`src/core/mq_defs.svh`:
```
/*
 * Constants for the queue port: address fields, geometry, config layout.
 * Assumes inclusion by bare name.
 */
`ifndef MQ_DEFS_SVH
`define MQ_DEFS_SVH

// queue and sector geometry
`define QUEUE_COUNT 16
`define QSEL_W 4
`define FLAG_BUS_W 8
`define SEC_LO 1'h0

// write address fields
`define WA_W 7
`define WA_DEV_HI 6
`define WA_DEV_LO 4
`define WA_Q_HI 3
`define WA_SEC_BIT 0

// read address fields
`define RA_W 8
`define RA_DEV_HI 7
`define RA_DEV_LO 5
`define RA_NULL_BIT 4
`define RA_Q_HI 3
`define RA_SEC_BIT 0

// configuration word: id, almost-empty level, almost-full level
`define CFG_BITS 7
`define CFG_CNT_W 3
`define CFG_LAST 3'h6
`define CFG_ID_HI 6
`define CFG_ID_LO 4
`define CFG_AE_HI 3
`define CFG_AE_LO 2
`define CFG_AF_HI 1
`define CFG_AF_LO 0
`define DEV_ID_W 3
`define LVL_W 2

// master reset pulse length
`define MRS_CYCLES 4'h4
`define MRS_CNT_W 4

`endif

```
`src/core/mq_port_if.sv`:
```
/*
 * Pin carrier between queue device and host.
 * Assumes one shared core clock; all pins one-way.
 */
`timescale 1ns/1ps
`include "mq_defs.svh"
interface mq_port_if #(parameter int WIDTH = 18);
    // reset and straps
    logic master_reset_n;
    logic flag_mode_select;
    logic serial_prog_select;
    // serial configuration chain
    logic serial_in;
    logic serial_chain_in_n;
    logic serial_out;
    logic serial_chain_out_n;
    // write port
    logic [`WA_W-1:0] write_queue_addr;
    logic write_addr_load;
    logic full_sector_strobe;
    logic write_en_n;
    logic [WIDTH-1:0] write_data;
    logic [`FLAG_BUS_W-1:0] almost_full_bus;
    logic almost_full_n;
    logic full_flag_n;
    logic full_poll_sync;
    // read port
    logic [`RA_W-1:0] read_queue_addr;
    logic read_addr_load;
    logic empty_sector_strobe;
    logic read_en_n;
    logic [WIDTH-1:0] read_data;
    logic output_valid_n;
    logic [`FLAG_BUS_W-1:0] almost_empty_bus;
    logic almost_empty_n;

    modport dev (
        input master_reset_n, flag_mode_select, serial_prog_select,
        input serial_in, serial_chain_in_n,
        output serial_out, serial_chain_out_n,
        input write_queue_addr, write_addr_load, full_sector_strobe, write_en_n, write_data,
        output almost_full_bus, almost_full_n, full_flag_n, full_poll_sync,
        input read_queue_addr, read_addr_load, empty_sector_strobe, read_en_n,
        output read_data, output_valid_n, almost_empty_bus, almost_empty_n
    );
    modport host (
        output master_reset_n, flag_mode_select, serial_prog_select,
        output serial_in, serial_chain_in_n,
        input serial_out, serial_chain_out_n,
        output write_queue_addr, write_addr_load, full_sector_strobe, write_en_n, write_data,
        input almost_full_bus, almost_full_n, full_flag_n, full_poll_sync,
        output read_queue_addr, read_addr_load, empty_sector_strobe, read_en_n,
        input read_data, output_valid_n, almost_empty_bus, almost_empty_n
    );
endinterface

```
`src/core/mq_device.sv`:
```
/*
 * Queue device end: sixteen small queues with write/read queue selection,
 * first-word-fall-through output, sector flag buses and serial configuration.
 * Assumes the host shares core_clk (write, read and serial clock are one).
 */
// Behaviour
// - first edge after select: old queue word
// - second edge: new queue word, no enable
// - empty strobe latches sector from bit 0
// - sector strobe edge still outputs old data
// - read with enable low, or forced on the two edges after a select; select always
// - empty bus cycles/selects without read enable
// - serial bit shifts in while chain enable low
// - chain enable out follows in once programmed
// - programmed and enabled: serial in to out
// - host chains serial data and enables
// - host feeds one serial clock to all
// - write queue latched only on address load
// - host never loads and strobes together
// - host selects queues only after programming
// - write address: queue low, device top bits
// - writes hit old queue two edges
// - write with enable low; select always
// - full bus cycles/selects without write enable
// - full strobe latches sector from bit 0
// - full-side flags on write clock
// - read queue latched only on address load
// - read address: queue, null bit, device
// - flag mode sampled at master reset
`timescale 1ns/1ps
`include "mq_defs.svh"
module mq_device #(
    parameter int WIDTH = 18,
    parameter int DEPTH = 4,
    parameter logic [`DEV_ID_W-1:0] DEF_ID = 3'h0,
    parameter logic [`LVL_W-1:0] DEF_AE = 2'h1,
    parameter logic [`LVL_W-1:0] DEF_AF = 2'h1
) (
    // clock and reset
    input wire logic core_clk,
    input wire logic rst,
    // pins toward the host
    mq_port_if.dev link
);
    localparam int NQ = `QUEUE_COUNT;
    localparam int PW = $clog2(DEPTH);
    localparam int CW = PW + 1;

    // picks one sector of eight flags out of sixteen
    function automatic logic [`FLAG_BUS_W-1:0] sector_pick(input logic [NQ-1:0] f, input logic sec);
        sector_pick = sec ? f[NQ-1:`FLAG_BUS_W] : f[`FLAG_BUS_W-1:0];
    endfunction

    logic mrst;
    logic flag_mode_q, serial_mode_q;
    logic [`CFG_BITS-1:0] cfg_q;
    logic [`CFG_CNT_W-1:0] bit_cnt_q;
    logic done_q;
    logic [`DEV_ID_W-1:0] my_id;
    logic [`LVL_W-1:0] ae_lvl, af_lvl;
    logic [WIDTH-1:0] mem_q [NQ*DEPTH];
    logic [PW-1:0] wptr_q [NQ];
    logic [PW-1:0] rptr_q [NQ];
    logic [CW-1:0] cnt_q [NQ];
    logic [NQ-1:0] push, pop, ae_n, af_n, full_n;
    logic [`QSEL_W-1:0] wr_sel_q, wr_act_q, rd_sel_q, rd_act_q;
    logic wr_mine_sel_q, wr_mine_q, rd_mine_sel_q, rd_mine_q;
    logic ld1_q, ld2_q;
    logic [WIDTH-1:0] rd_data_q;
    logic ov_n_q;
    logic af_sec_q, af_ok_q, ae_sec_q, ae_ok_q;
    logic [`FLAG_BUS_W-1:0] af_bus_q, ae_bus_q;
    logic af_n_q, ff_n_q, ae_n_q, sync_q;
    logic wr_id_hit, rd_id_hit, rd_take, rd_head_ok;

    assign mrst = rst || !link.master_reset_n;
    assign my_id = cfg_q[`CFG_ID_HI:`CFG_ID_LO];
    assign ae_lvl = cfg_q[`CFG_AE_HI:`CFG_AE_LO];
    assign af_lvl = cfg_q[`CFG_AF_HI:`CFG_AF_LO];

    // straps caught while master reset is low
    always_ff @(posedge core_clk) begin
        if (rst) begin
            flag_mode_q <= 1'b0;
            serial_mode_q <= 1'b0;
        end else if (!link.master_reset_n) begin
            flag_mode_q <= link.flag_mode_select;
            serial_mode_q <= link.serial_prog_select;
        end
    end

    // serial shift while chain enable is low
    always_ff @(posedge core_clk) begin
        if (mrst) begin
            cfg_q <= {DEF_ID, DEF_AE, DEF_AF};
            bit_cnt_q <= '0;
            done_q <= 1'b0;
        end else if (!done_q) begin
            if (!serial_mode_q) begin
                done_q <= 1'b1; // default programming finishes at once
            end else if (!link.serial_chain_in_n) begin
                cfg_q <= {cfg_q[`CFG_BITS-2:0], link.serial_in};
                bit_cnt_q <= bit_cnt_q + 1'b1;
                done_q <= (bit_cnt_q == `CFG_LAST);
            end
        end
    end

    // chain enable passes through once programmed
    assign link.serial_chain_out_n = done_q ? link.serial_chain_in_n : 1'b1;
    // serial data passes straight to the next device
    assign link.serial_out = (done_q && !link.serial_chain_in_n) ? link.serial_in : 1'b0;

    // device field must match the loaded id
    assign wr_id_hit = link.write_queue_addr[`WA_DEV_HI:`WA_DEV_LO] == my_id;
    // device field match; null bit selects no queue
    assign rd_id_hit = link.read_queue_addr[`RA_DEV_HI:`RA_DEV_LO] == my_id;

    // select latched on load, used two edges later
    always_ff @(posedge core_clk) begin
        if (mrst) begin
            wr_sel_q <= '0;
            wr_mine_sel_q <= 1'b0;
            wr_act_q <= '0;
            wr_mine_q <= 1'b0;
        end else begin
            if (link.write_addr_load) begin
                wr_sel_q <= link.write_queue_addr[`WA_Q_HI:0];
                wr_mine_sel_q <= wr_id_hit && done_q;
            end
            wr_act_q <= wr_sel_q;
            wr_mine_q <= wr_mine_sel_q;
        end
    end

    // read select regardless of read enable
    always_ff @(posedge core_clk) begin
        if (mrst) begin
            rd_sel_q <= '0;
            rd_mine_sel_q <= 1'b0;
            rd_act_q <= '0;
            rd_mine_q <= 1'b0;
            ld1_q <= 1'b0;
            ld2_q <= 1'b0;
        end else begin
            if (link.read_addr_load) begin
                rd_sel_q <= link.read_queue_addr[`RA_Q_HI:0];
                rd_mine_sel_q <= rd_id_hit && done_q && !link.read_queue_addr[`RA_NULL_BIT];
            end
            rd_act_q <= rd_sel_q;
            rd_mine_q <= rd_mine_sel_q;
            ld1_q <= link.read_addr_load;
            ld2_q <= ld1_q;
        end
    end

    // forced loads on both edges after a select
    assign rd_take = !link.read_en_n || ov_n_q || ld1_q || ld2_q;
    assign rd_head_ok = rd_mine_q && (cnt_q[rd_act_q] != '0);

    // per-queue pointers, occupancy and flags
    for (genvar g = 0; g < NQ; g++) begin : g_queue
        // write only with enable low into the active queue
        assign push[g] = wr_mine_q && !link.write_en_n && (wr_act_q == g) && full_n[g];
        assign pop[g] = rd_take && rd_head_ok && (rd_act_q == g);
        assign full_n[g] = cnt_q[g] != CW'(DEPTH);
        assign ae_n[g] = cnt_q[g] > CW'(ae_lvl);
        assign af_n[g] = cnt_q[g] < CW'(DEPTH) - CW'(af_lvl);
        always_ff @(posedge core_clk) begin
            if (mrst) begin
                wptr_q[g] <= '0;
                rptr_q[g] <= '0;
                cnt_q[g] <= '0;
            end else begin
                if (push[g]) wptr_q[g] <= wptr_q[g] + 1'b1;
                if (pop[g]) rptr_q[g] <= rptr_q[g] + 1'b1;
                cnt_q[g] <= cnt_q[g] + CW'(push[g]) - CW'(pop[g]);
            end
        end
    end

    // storage, indexed by queue then slot
    always_ff @(posedge core_clk) begin
        if (|push) mem_q[{wr_act_q, wptr_q[wr_act_q]}] <= link.write_data;
    end

    // output path runs on sector-strobe edges too
    always_ff @(posedge core_clk) begin
        if (mrst) begin
            rd_data_q <= '0;
            ov_n_q <= 1'b1;
        end else if (rd_take) begin
            if (rd_head_ok) begin
                rd_data_q <= mem_q[{rd_act_q, rptr_q[rd_act_q]}];
                ov_n_q <= 1'b0;
            end else begin
                ov_n_q <= 1'b1; // read to empty: word no longer valid
            end
        end
    end

    // full-side sector: strobe or polling, no enable
    always_ff @(posedge core_clk) begin
        if (mrst) begin
            af_sec_q <= `SEC_LO;
            af_ok_q <= 1'b0;
        end else if (flag_mode_q) begin
            af_sec_q <= ~af_sec_q;
            af_ok_q <= 1'b1;
        end else if (link.full_sector_strobe) begin
            af_sec_q <= link.write_queue_addr[`WA_SEC_BIT];
            af_ok_q <= wr_id_hit;
        end
    end

    // empty-side sector: strobe or polling, no enable
    always_ff @(posedge core_clk) begin
        if (mrst) begin
            ae_sec_q <= `SEC_LO;
            ae_ok_q <= 1'b0;
        end else if (flag_mode_q) begin
            ae_sec_q <= ~ae_sec_q;
            ae_ok_q <= 1'b1;
        end else if (link.empty_sector_strobe) begin
            ae_sec_q <= link.read_queue_addr[`RA_SEC_BIT];
            ae_ok_q <= rd_id_hit;
        end
    end

    // full-side status registered on the write clock
    always_ff @(posedge core_clk) begin
        if (mrst) begin
            af_bus_q <= '1;
            af_n_q <= 1'b1;
            ff_n_q <= 1'b1;
            sync_q <= 1'b0;
        end else begin
            af_bus_q <= af_ok_q ? sector_pick(af_n, af_sec_q) : '1;
            af_n_q <= !wr_mine_q || af_n[wr_act_q];
            ff_n_q <= !wr_mine_q || full_n[wr_act_q];
            sync_q <= flag_mode_q && (af_sec_q == `SEC_LO);
        end
    end

    always_ff @(posedge core_clk) begin
        if (mrst) begin
            ae_bus_q <= '1;
            ae_n_q <= 1'b1;
        end else begin
            ae_bus_q <= ae_ok_q ? sector_pick(ae_n, ae_sec_q) : '1;
            ae_n_q <= !rd_mine_q || ae_n[rd_act_q];
        end
    end

    // outputs, all from flops
    assign link.read_data = rd_data_q;
    assign link.output_valid_n = ov_n_q;
    assign link.almost_full_bus = af_bus_q;
    assign link.almost_full_n = af_n_q;
    assign link.full_flag_n = ff_n_q;
    assign link.full_poll_sync = sync_q;
    assign link.almost_empty_bus = ae_bus_q;
    assign link.almost_empty_n = ae_n_q;
endmodule

```
`src/flat_wrapper.sv`:
```
// flat-port wrapper written by rule: the top's interface ports become plain ports
module mq_device_flat 
#(
    parameter int WIDTH = 18,
    parameter int DEPTH = 4,
    parameter logic [`DEV_ID_W-1:0] DEF_ID = 3'h0,
    parameter logic [`LVL_W-1:0] DEF_AE = 2'h1,
    parameter logic [`LVL_W-1:0] DEF_AF = 2'h1
)
  (core_clk, rst, link_master_reset_n, link_flag_mode_select, link_serial_prog_select, link_serial_in, link_serial_chain_in_n, link_serial_out, link_serial_chain_out_n, link_write_queue_addr, link_write_addr_load, link_full_sector_strobe, link_write_en_n, link_write_data, link_almost_full_bus, link_almost_full_n, link_full_flag_n, link_full_poll_sync, link_read_queue_addr, link_read_addr_load, link_empty_sector_strobe, link_read_en_n, link_read_data, link_output_valid_n, link_almost_empty_bus, link_almost_empty_n);
  mq_port_if #(.WIDTH(WIDTH)) link_i ();
  input wire logic core_clk;
  input wire logic rst;
  input wire logic [$bits(link_i.master_reset_n)-1:0] link_master_reset_n;
  input wire logic [$bits(link_i.flag_mode_select)-1:0] link_flag_mode_select;
  input wire logic [$bits(link_i.serial_prog_select)-1:0] link_serial_prog_select;
  input wire logic [$bits(link_i.serial_in)-1:0] link_serial_in;
  input wire logic [$bits(link_i.serial_chain_in_n)-1:0] link_serial_chain_in_n;
  output wire logic [$bits(link_i.serial_out)-1:0] link_serial_out;
  output wire logic [$bits(link_i.serial_chain_out_n)-1:0] link_serial_chain_out_n;
  input wire logic [$bits(link_i.write_queue_addr)-1:0] link_write_queue_addr;
  input wire logic [$bits(link_i.write_addr_load)-1:0] link_write_addr_load;
  input wire logic [$bits(link_i.full_sector_strobe)-1:0] link_full_sector_strobe;
  input wire logic [$bits(link_i.write_en_n)-1:0] link_write_en_n;
  input wire logic [$bits(link_i.write_data)-1:0] link_write_data;
  output wire logic [$bits(link_i.almost_full_bus)-1:0] link_almost_full_bus;
  output wire logic [$bits(link_i.almost_full_n)-1:0] link_almost_full_n;
  output wire logic [$bits(link_i.full_flag_n)-1:0] link_full_flag_n;
  output wire logic [$bits(link_i.full_poll_sync)-1:0] link_full_poll_sync;
  input wire logic [$bits(link_i.read_queue_addr)-1:0] link_read_queue_addr;
  input wire logic [$bits(link_i.read_addr_load)-1:0] link_read_addr_load;
  input wire logic [$bits(link_i.empty_sector_strobe)-1:0] link_empty_sector_strobe;
  input wire logic [$bits(link_i.read_en_n)-1:0] link_read_en_n;
  output wire logic [$bits(link_i.read_data)-1:0] link_read_data;
  output wire logic [$bits(link_i.output_valid_n)-1:0] link_output_valid_n;
  output wire logic [$bits(link_i.almost_empty_bus)-1:0] link_almost_empty_bus;
  output wire logic [$bits(link_i.almost_empty_n)-1:0] link_almost_empty_n;
  assign link_i.master_reset_n = link_master_reset_n;
  assign link_i.flag_mode_select = link_flag_mode_select;
  assign link_i.serial_prog_select = link_serial_prog_select;
  assign link_i.serial_in = link_serial_in;
  assign link_i.serial_chain_in_n = link_serial_chain_in_n;
  assign link_serial_out = link_i.serial_out;
  assign link_serial_chain_out_n = link_i.serial_chain_out_n;
  assign link_i.write_queue_addr = link_write_queue_addr;
  assign link_i.write_addr_load = link_write_addr_load;
  assign link_i.full_sector_strobe = link_full_sector_strobe;
  assign link_i.write_en_n = link_write_en_n;
  assign link_i.write_data = link_write_data;
  assign link_almost_full_bus = link_i.almost_full_bus;
  assign link_almost_full_n = link_i.almost_full_n;
  assign link_full_flag_n = link_i.full_flag_n;
  assign link_full_poll_sync = link_i.full_poll_sync;
  assign link_i.read_queue_addr = link_read_queue_addr;
  assign link_i.read_addr_load = link_read_addr_load;
  assign link_i.empty_sector_strobe = link_empty_sector_strobe;
  assign link_i.read_en_n = link_read_en_n;
  assign link_read_data = link_i.read_data;
  assign link_output_valid_n = link_i.output_valid_n;
  assign link_almost_empty_bus = link_i.almost_empty_bus;
  assign link_almost_empty_n = link_i.almost_empty_n;
  mq_device #(.WIDTH(WIDTH), .DEPTH(DEPTH), .DEF_ID(DEF_ID), .DEF_AE(DEF_AE), .DEF_AF(DEF_AF)) u_core (.core_clk(core_clk), .rst(rst), .link(link_i));
endmodule
```
`config.mk`:
```
export PLATFORM = sky130hd
export DESIGN_NAME = mq_device_flat
export DESIGN_NICKNAME = d
export VERILOG_FILES = /design/src/core/mq_port_if.sv /design/src/core/mq_device.sv /design/src/flat_wrapper.sv
export VERILOG_INCLUDE_DIRS = /design/src /design/src/core
export SDC_FILE = /design/constraint.sdc
export NUM_CORES = 2
export LEC_CHECK = 0
export BUFFER_PORTS_ARGS = -buffer_cell sky130_fd_sc_hd__buf_4
export CAP_MARGIN = 30
export CORE_ASPECT_RATIO = 0.9
export CORE_MARGIN = 8
export CORE_UTILIZATION = 30
export CTS_CLUSTER_SIZE = 40
export DETAILED_ROUTE_END_ITERATION = 7
export HOLD_SLACK_MARGIN = 0.05
export PLACE_DENSITY = 0.46
export SYNTH_ARGS = -nofsm -noshare
export SYNTH_HDL_FRONTEND = slang
export SYNTH_SLANG_ARGS = --single-unit
```
`constraint.sdc`:
```
create_clock -name core_clk -period 3.98 [get_ports core_clk]
set_input_delay 0.597 -clock core_clk [delete_from_list [all_inputs] [get_ports core_clk]]
set_output_delay 0.597 -clock core_clk [all_outputs]
set_load 0.05 [all_outputs]
```
==> reports/metrics.csv <==
stage,metric,value,unit
yosys,Syn Std Cell Area,56100,sq um
timing,relative slew slack,31.5,%
worst_setup_path,Critical Path AT,4.49,ns
worst_setup_path,Worst Setup End Kind,flip-flop,
floorplan,Die Y-Extent,426,um
placed_design,DP HPWL,116000,um
drt,DRT iter0 DRCs,3059,
cells_and_area,post-route cell area,66700,sq um
drt,met1 wire length,83200,um
floorplan,die width,472,um
flow_run,Max Cap Viol,0,
drt,drt first pass iters,5,
drt,post-route ant nets,0,
timing,setup_tns,0,ns
cells_and_area,"Cell Count, Final, Fillers Out",6767,
placed_design,Port Buffer Count,86,
timing,actual slew at the worst max-slew pin,1.03,ns
global_routing,global-route wire length before repair,259000,um
run_status,status,finished clean,
cells_and_area,layout cell share with drive strength beyond 1,18.0,%
yosys,Area contributors post-synth,"edfxtp_1 (65%), mux2i_1 (4.7%), dfxtp_1 (4.5%)",
drt,Via-to-Cell Ratio,5.11,
drt,Routed WL,180000,um
timing,Min Hold Slack,0.108,ns
timing,fin crit period,3.82,ns
global_routing,GRT Residual Overflow,0,
pwr,Power Total,30.4,mW
drt,met2 wire length,82700,um
yosys,Yosys cell types,85,
pwr,Max VDD drop,0.421,mV
clocking,clock transition at the registers of the reported paths,0.07,ns
drt,post-DR wirelength/cell,26.6,um
cells_and_area,Layout Area Growth over Synthesis,18.9,%
worst_setup_path,CP Launch Type,flip-flop,
timing,RSZ-0062 raised after global routing,no,
yosys,most used flip-flop cell after synthesis,edfxtp_1,
worst_setup_path,CP max FO,33,
pwr,power per cell area,456,nW/um^2
floorplan,initial core utilization,30.2,%
clocking,Root Buffer,clkbuf_16,
clocking,H-tree lvl count,4,
floorplan,DIE AREA,201000,sq um
worst_setup_path,data required time of the worst path,4.65,ns
drt,metal3 WL,9820,um
drt,DR top layer,met4,
timing,clk_skew,0.0400,ns
global_routing,vias in the first global route,34264,
yosys,Yosys top cell by area,edfxtp_1,
timing,Final Max Slew Viols,0,
drt,DR vias,34578,
drt,DRC,0,
placed_design,dpl cells,6490,
timing,Max Freq,261,MHz
floorplan,io pins,87,
floorplan,row cnt,150,
placed_design,worst slack at placement,-0.252,ns
yosys,"flops & latches, synth",1342,
clocking,Num CTS Buffers,147,
cells_and_area,Finished Core Util,35.9,%
yosys,top cell type's share of synthesized area,65.1,%
clocking,clk sinks,1342,
pwr,Leak,22.7,nW
global_routing,initial antenna violation count,2,
yosys,Post-Syn Instances,3895,
timing,Final setup viols,0,
yosys,sequential element share of the synthesized area,69.6,%
clocking,CTS tree,done,
yosys,synth warn,0,
cells_and_area,fillcell total,17805,
global_routing,largest net degree at the start of global routing,65,
clocking,Worst-Skew Late Latency,0.79,ns
timing,Tcrit/Tclk final,96.1,%
cells_and_area,Final Net Count,4380,
global_routing,gr usage total,17.5,%
yosys,asr flop ratio synth,0,%
placed_design,DP Area,61900,sq um
timing,final hold viol count,0,
worst_hold_path,worst hold path type,input pin to flip-flop,
timing,setup ws final,0.156,ns
placed_design,Placer Congestion,0.825,
clocking,CTS max path bufs,3,
yosys,"Net Count, Synth",4056,
yosys,Avg Inst Size Synth,14.4,sq um
worst_setup_path,WS Path Type,flip-flop to flip-flop,
floorplan,Core Footprint,186000,sq um
yosys,number of synthesized flops with an enable pin,1216,
==> Yosys cell counts (17+ instances only) <==
| cell | number |
|---|---|
| inv_1 | 99 |
| nor4_1 | 25 |
| buf_2 | 84 |
| a22oi_1 | 18 |
| nor3_1 | 74 |
| o22ai_1 | 83 |
| and4_1 | 32 |
| dfxtp_1 | 126 |
| nor2_1 | 185 |
| ha_1 | 99 |
| nand2b_1 | 30 |
| nand4_1 | 17 |
| and2_1 | 41 |
| o21ai_0 | 90 |
| mux2i_1 | 266 |
| a211oi_1 | 48 |
| clkbuf_1 | 93 |
| nand2_1 | 475 |
| nand3_1 | 140 |
| buf_4 | 20 |
| a32oi_1 | 31 |
| edfxtp_1 | 1216 |
| a31oi_1 | 76 |
| mux4_2 | 57 |
| xnor2_1 | 59 |
| and3_1 | 42 |
| a21oi_1 | 118 |
==> per-layer routing <==
layer  vias to the layer above  global-route usage (%)
met5                         -                       0
met4                         0                    4.15
met3                       190                    2.73
met2                      1053                    28.1
met1                     17804                    25.1
li1                      15531                       -
==> flip-flops by register name, indices dropped and copies added (netlist names), 7 cells and up <==
| name | cells |
|---|---|
| u_core.mem_q | 1152 |
| u_core.cnt_q | 48 |
| u_core.rptr_q | 32 |
| u_core.wptr_q | 32 |
| u_core.link.read_data | 18 |
| u_core.link.almost_empty_bus | 8 |
| u_core.link.almost_full_bus | 8 |
| u_core.cfg_q | 7 |
==> kinds of logic after synthesis <==
| group | after synthesis | synth area share (%) |
|---|---|---|
| compound gates | 595 | 7.14 |
| mux | 340 | 7.40 |
| fa+ha+maj | 115 | 2.78 |
| buf+inv | 322 | 2.77 |
| flops | 1342 | 69.6 |
| xor+xnor | 72 | 1.12 |
| simple gates | 1109 | 9.17 |
==> layout make-up <==
class / count / area, sq um / share of cell area [%]
flip-flops and latches: 1342 / 39100 / 58.5
well taps: 2432 / 3040 / 4.56
inverters: 100 / 375 / 0.563
clock buffers: 192 / 4010 / 6.01
diodes: 2 / 5.00 / 0.00750
clock inverters: 71 / 701 / 1.05
multi-input cells: 2231 / 15700 / 23.6
repair buffers: 397 / 3780 / 5.67
==> critical path, cell delays in order, from the launching register on <==
cell,delay [ns]
dfxtp_4,0.43
buf_12,0.19
or3b_1,0.45
o22ai_2,0.19
a31oi_4,0.09
nand2_8,0.20
buf_12,0.26
buf_4,0.25
buf_4,0.26
mux4_2,0.33
a22oi_1,0.51
and4b_1,0.38
a31oi_1,0.11
==> report_power, final <==
part           leakage [nW]  internal, mW  switching, mW
registers              12.1          15.4         0.0440
logic                  8.27         0.548           1.04
clock network          2.30          7.66           5.75
total                  22.7          23.6           6.84
==> what timing repair did <==
item | CTS | global route
buffers inserted | 3 | 0
gates resized for setup | 1 | 8
endpoints found under the hold margin | 8 | 0
setup endpoints to repair | 5 | 9
pin swaps | 1 | 0
hold buffers | 9 | 0
==> final timing paths <==
path              slack (ns)  depth (start not counted)                   endpoint                     from
setup / recovery        0.16                         12  u_core.link.read_data[10]       u_core.rd_act_q[3]
hold / removal          0.11                          3         u_core.rd_sel_q[2]  link_read_queue_addr[2]
setup reg to reg        0.16                         12  u_core.link.read_data[10]       u_core.rd_act_q[3]
hold reg to reg         0.46                          2           u_core.rd_mine_q     u_core.rd_mine_sel_q
==> cells in the final DEF (no fill, tap or decap), types with 23 or more instances in the layout <==
master     instances
dfxtp_1          119
clkinv_1          27
and2_1            40
nor2_2            65
nor2_1           118
mux2i_1          266
mux4_2            57
clkinv_2          23
nand2_1          471
buf_12            62
nor3_1            74
a21oi_1          118
nor4_1            24
o22ai_1           83
buf_4            326
ha_1              99
edfxtp_1        1216
a32oi_1           31
a31oi_1           76
and3_1            42
clkbuf_1          34
nand3_1          138
inv_1             99
and4_1            32
xnor2_1           59
nand2b_1          28
o21ai_0           90
clkbuf_16        152
a211oi_1          48
Power figures use the tool's default switching activity.
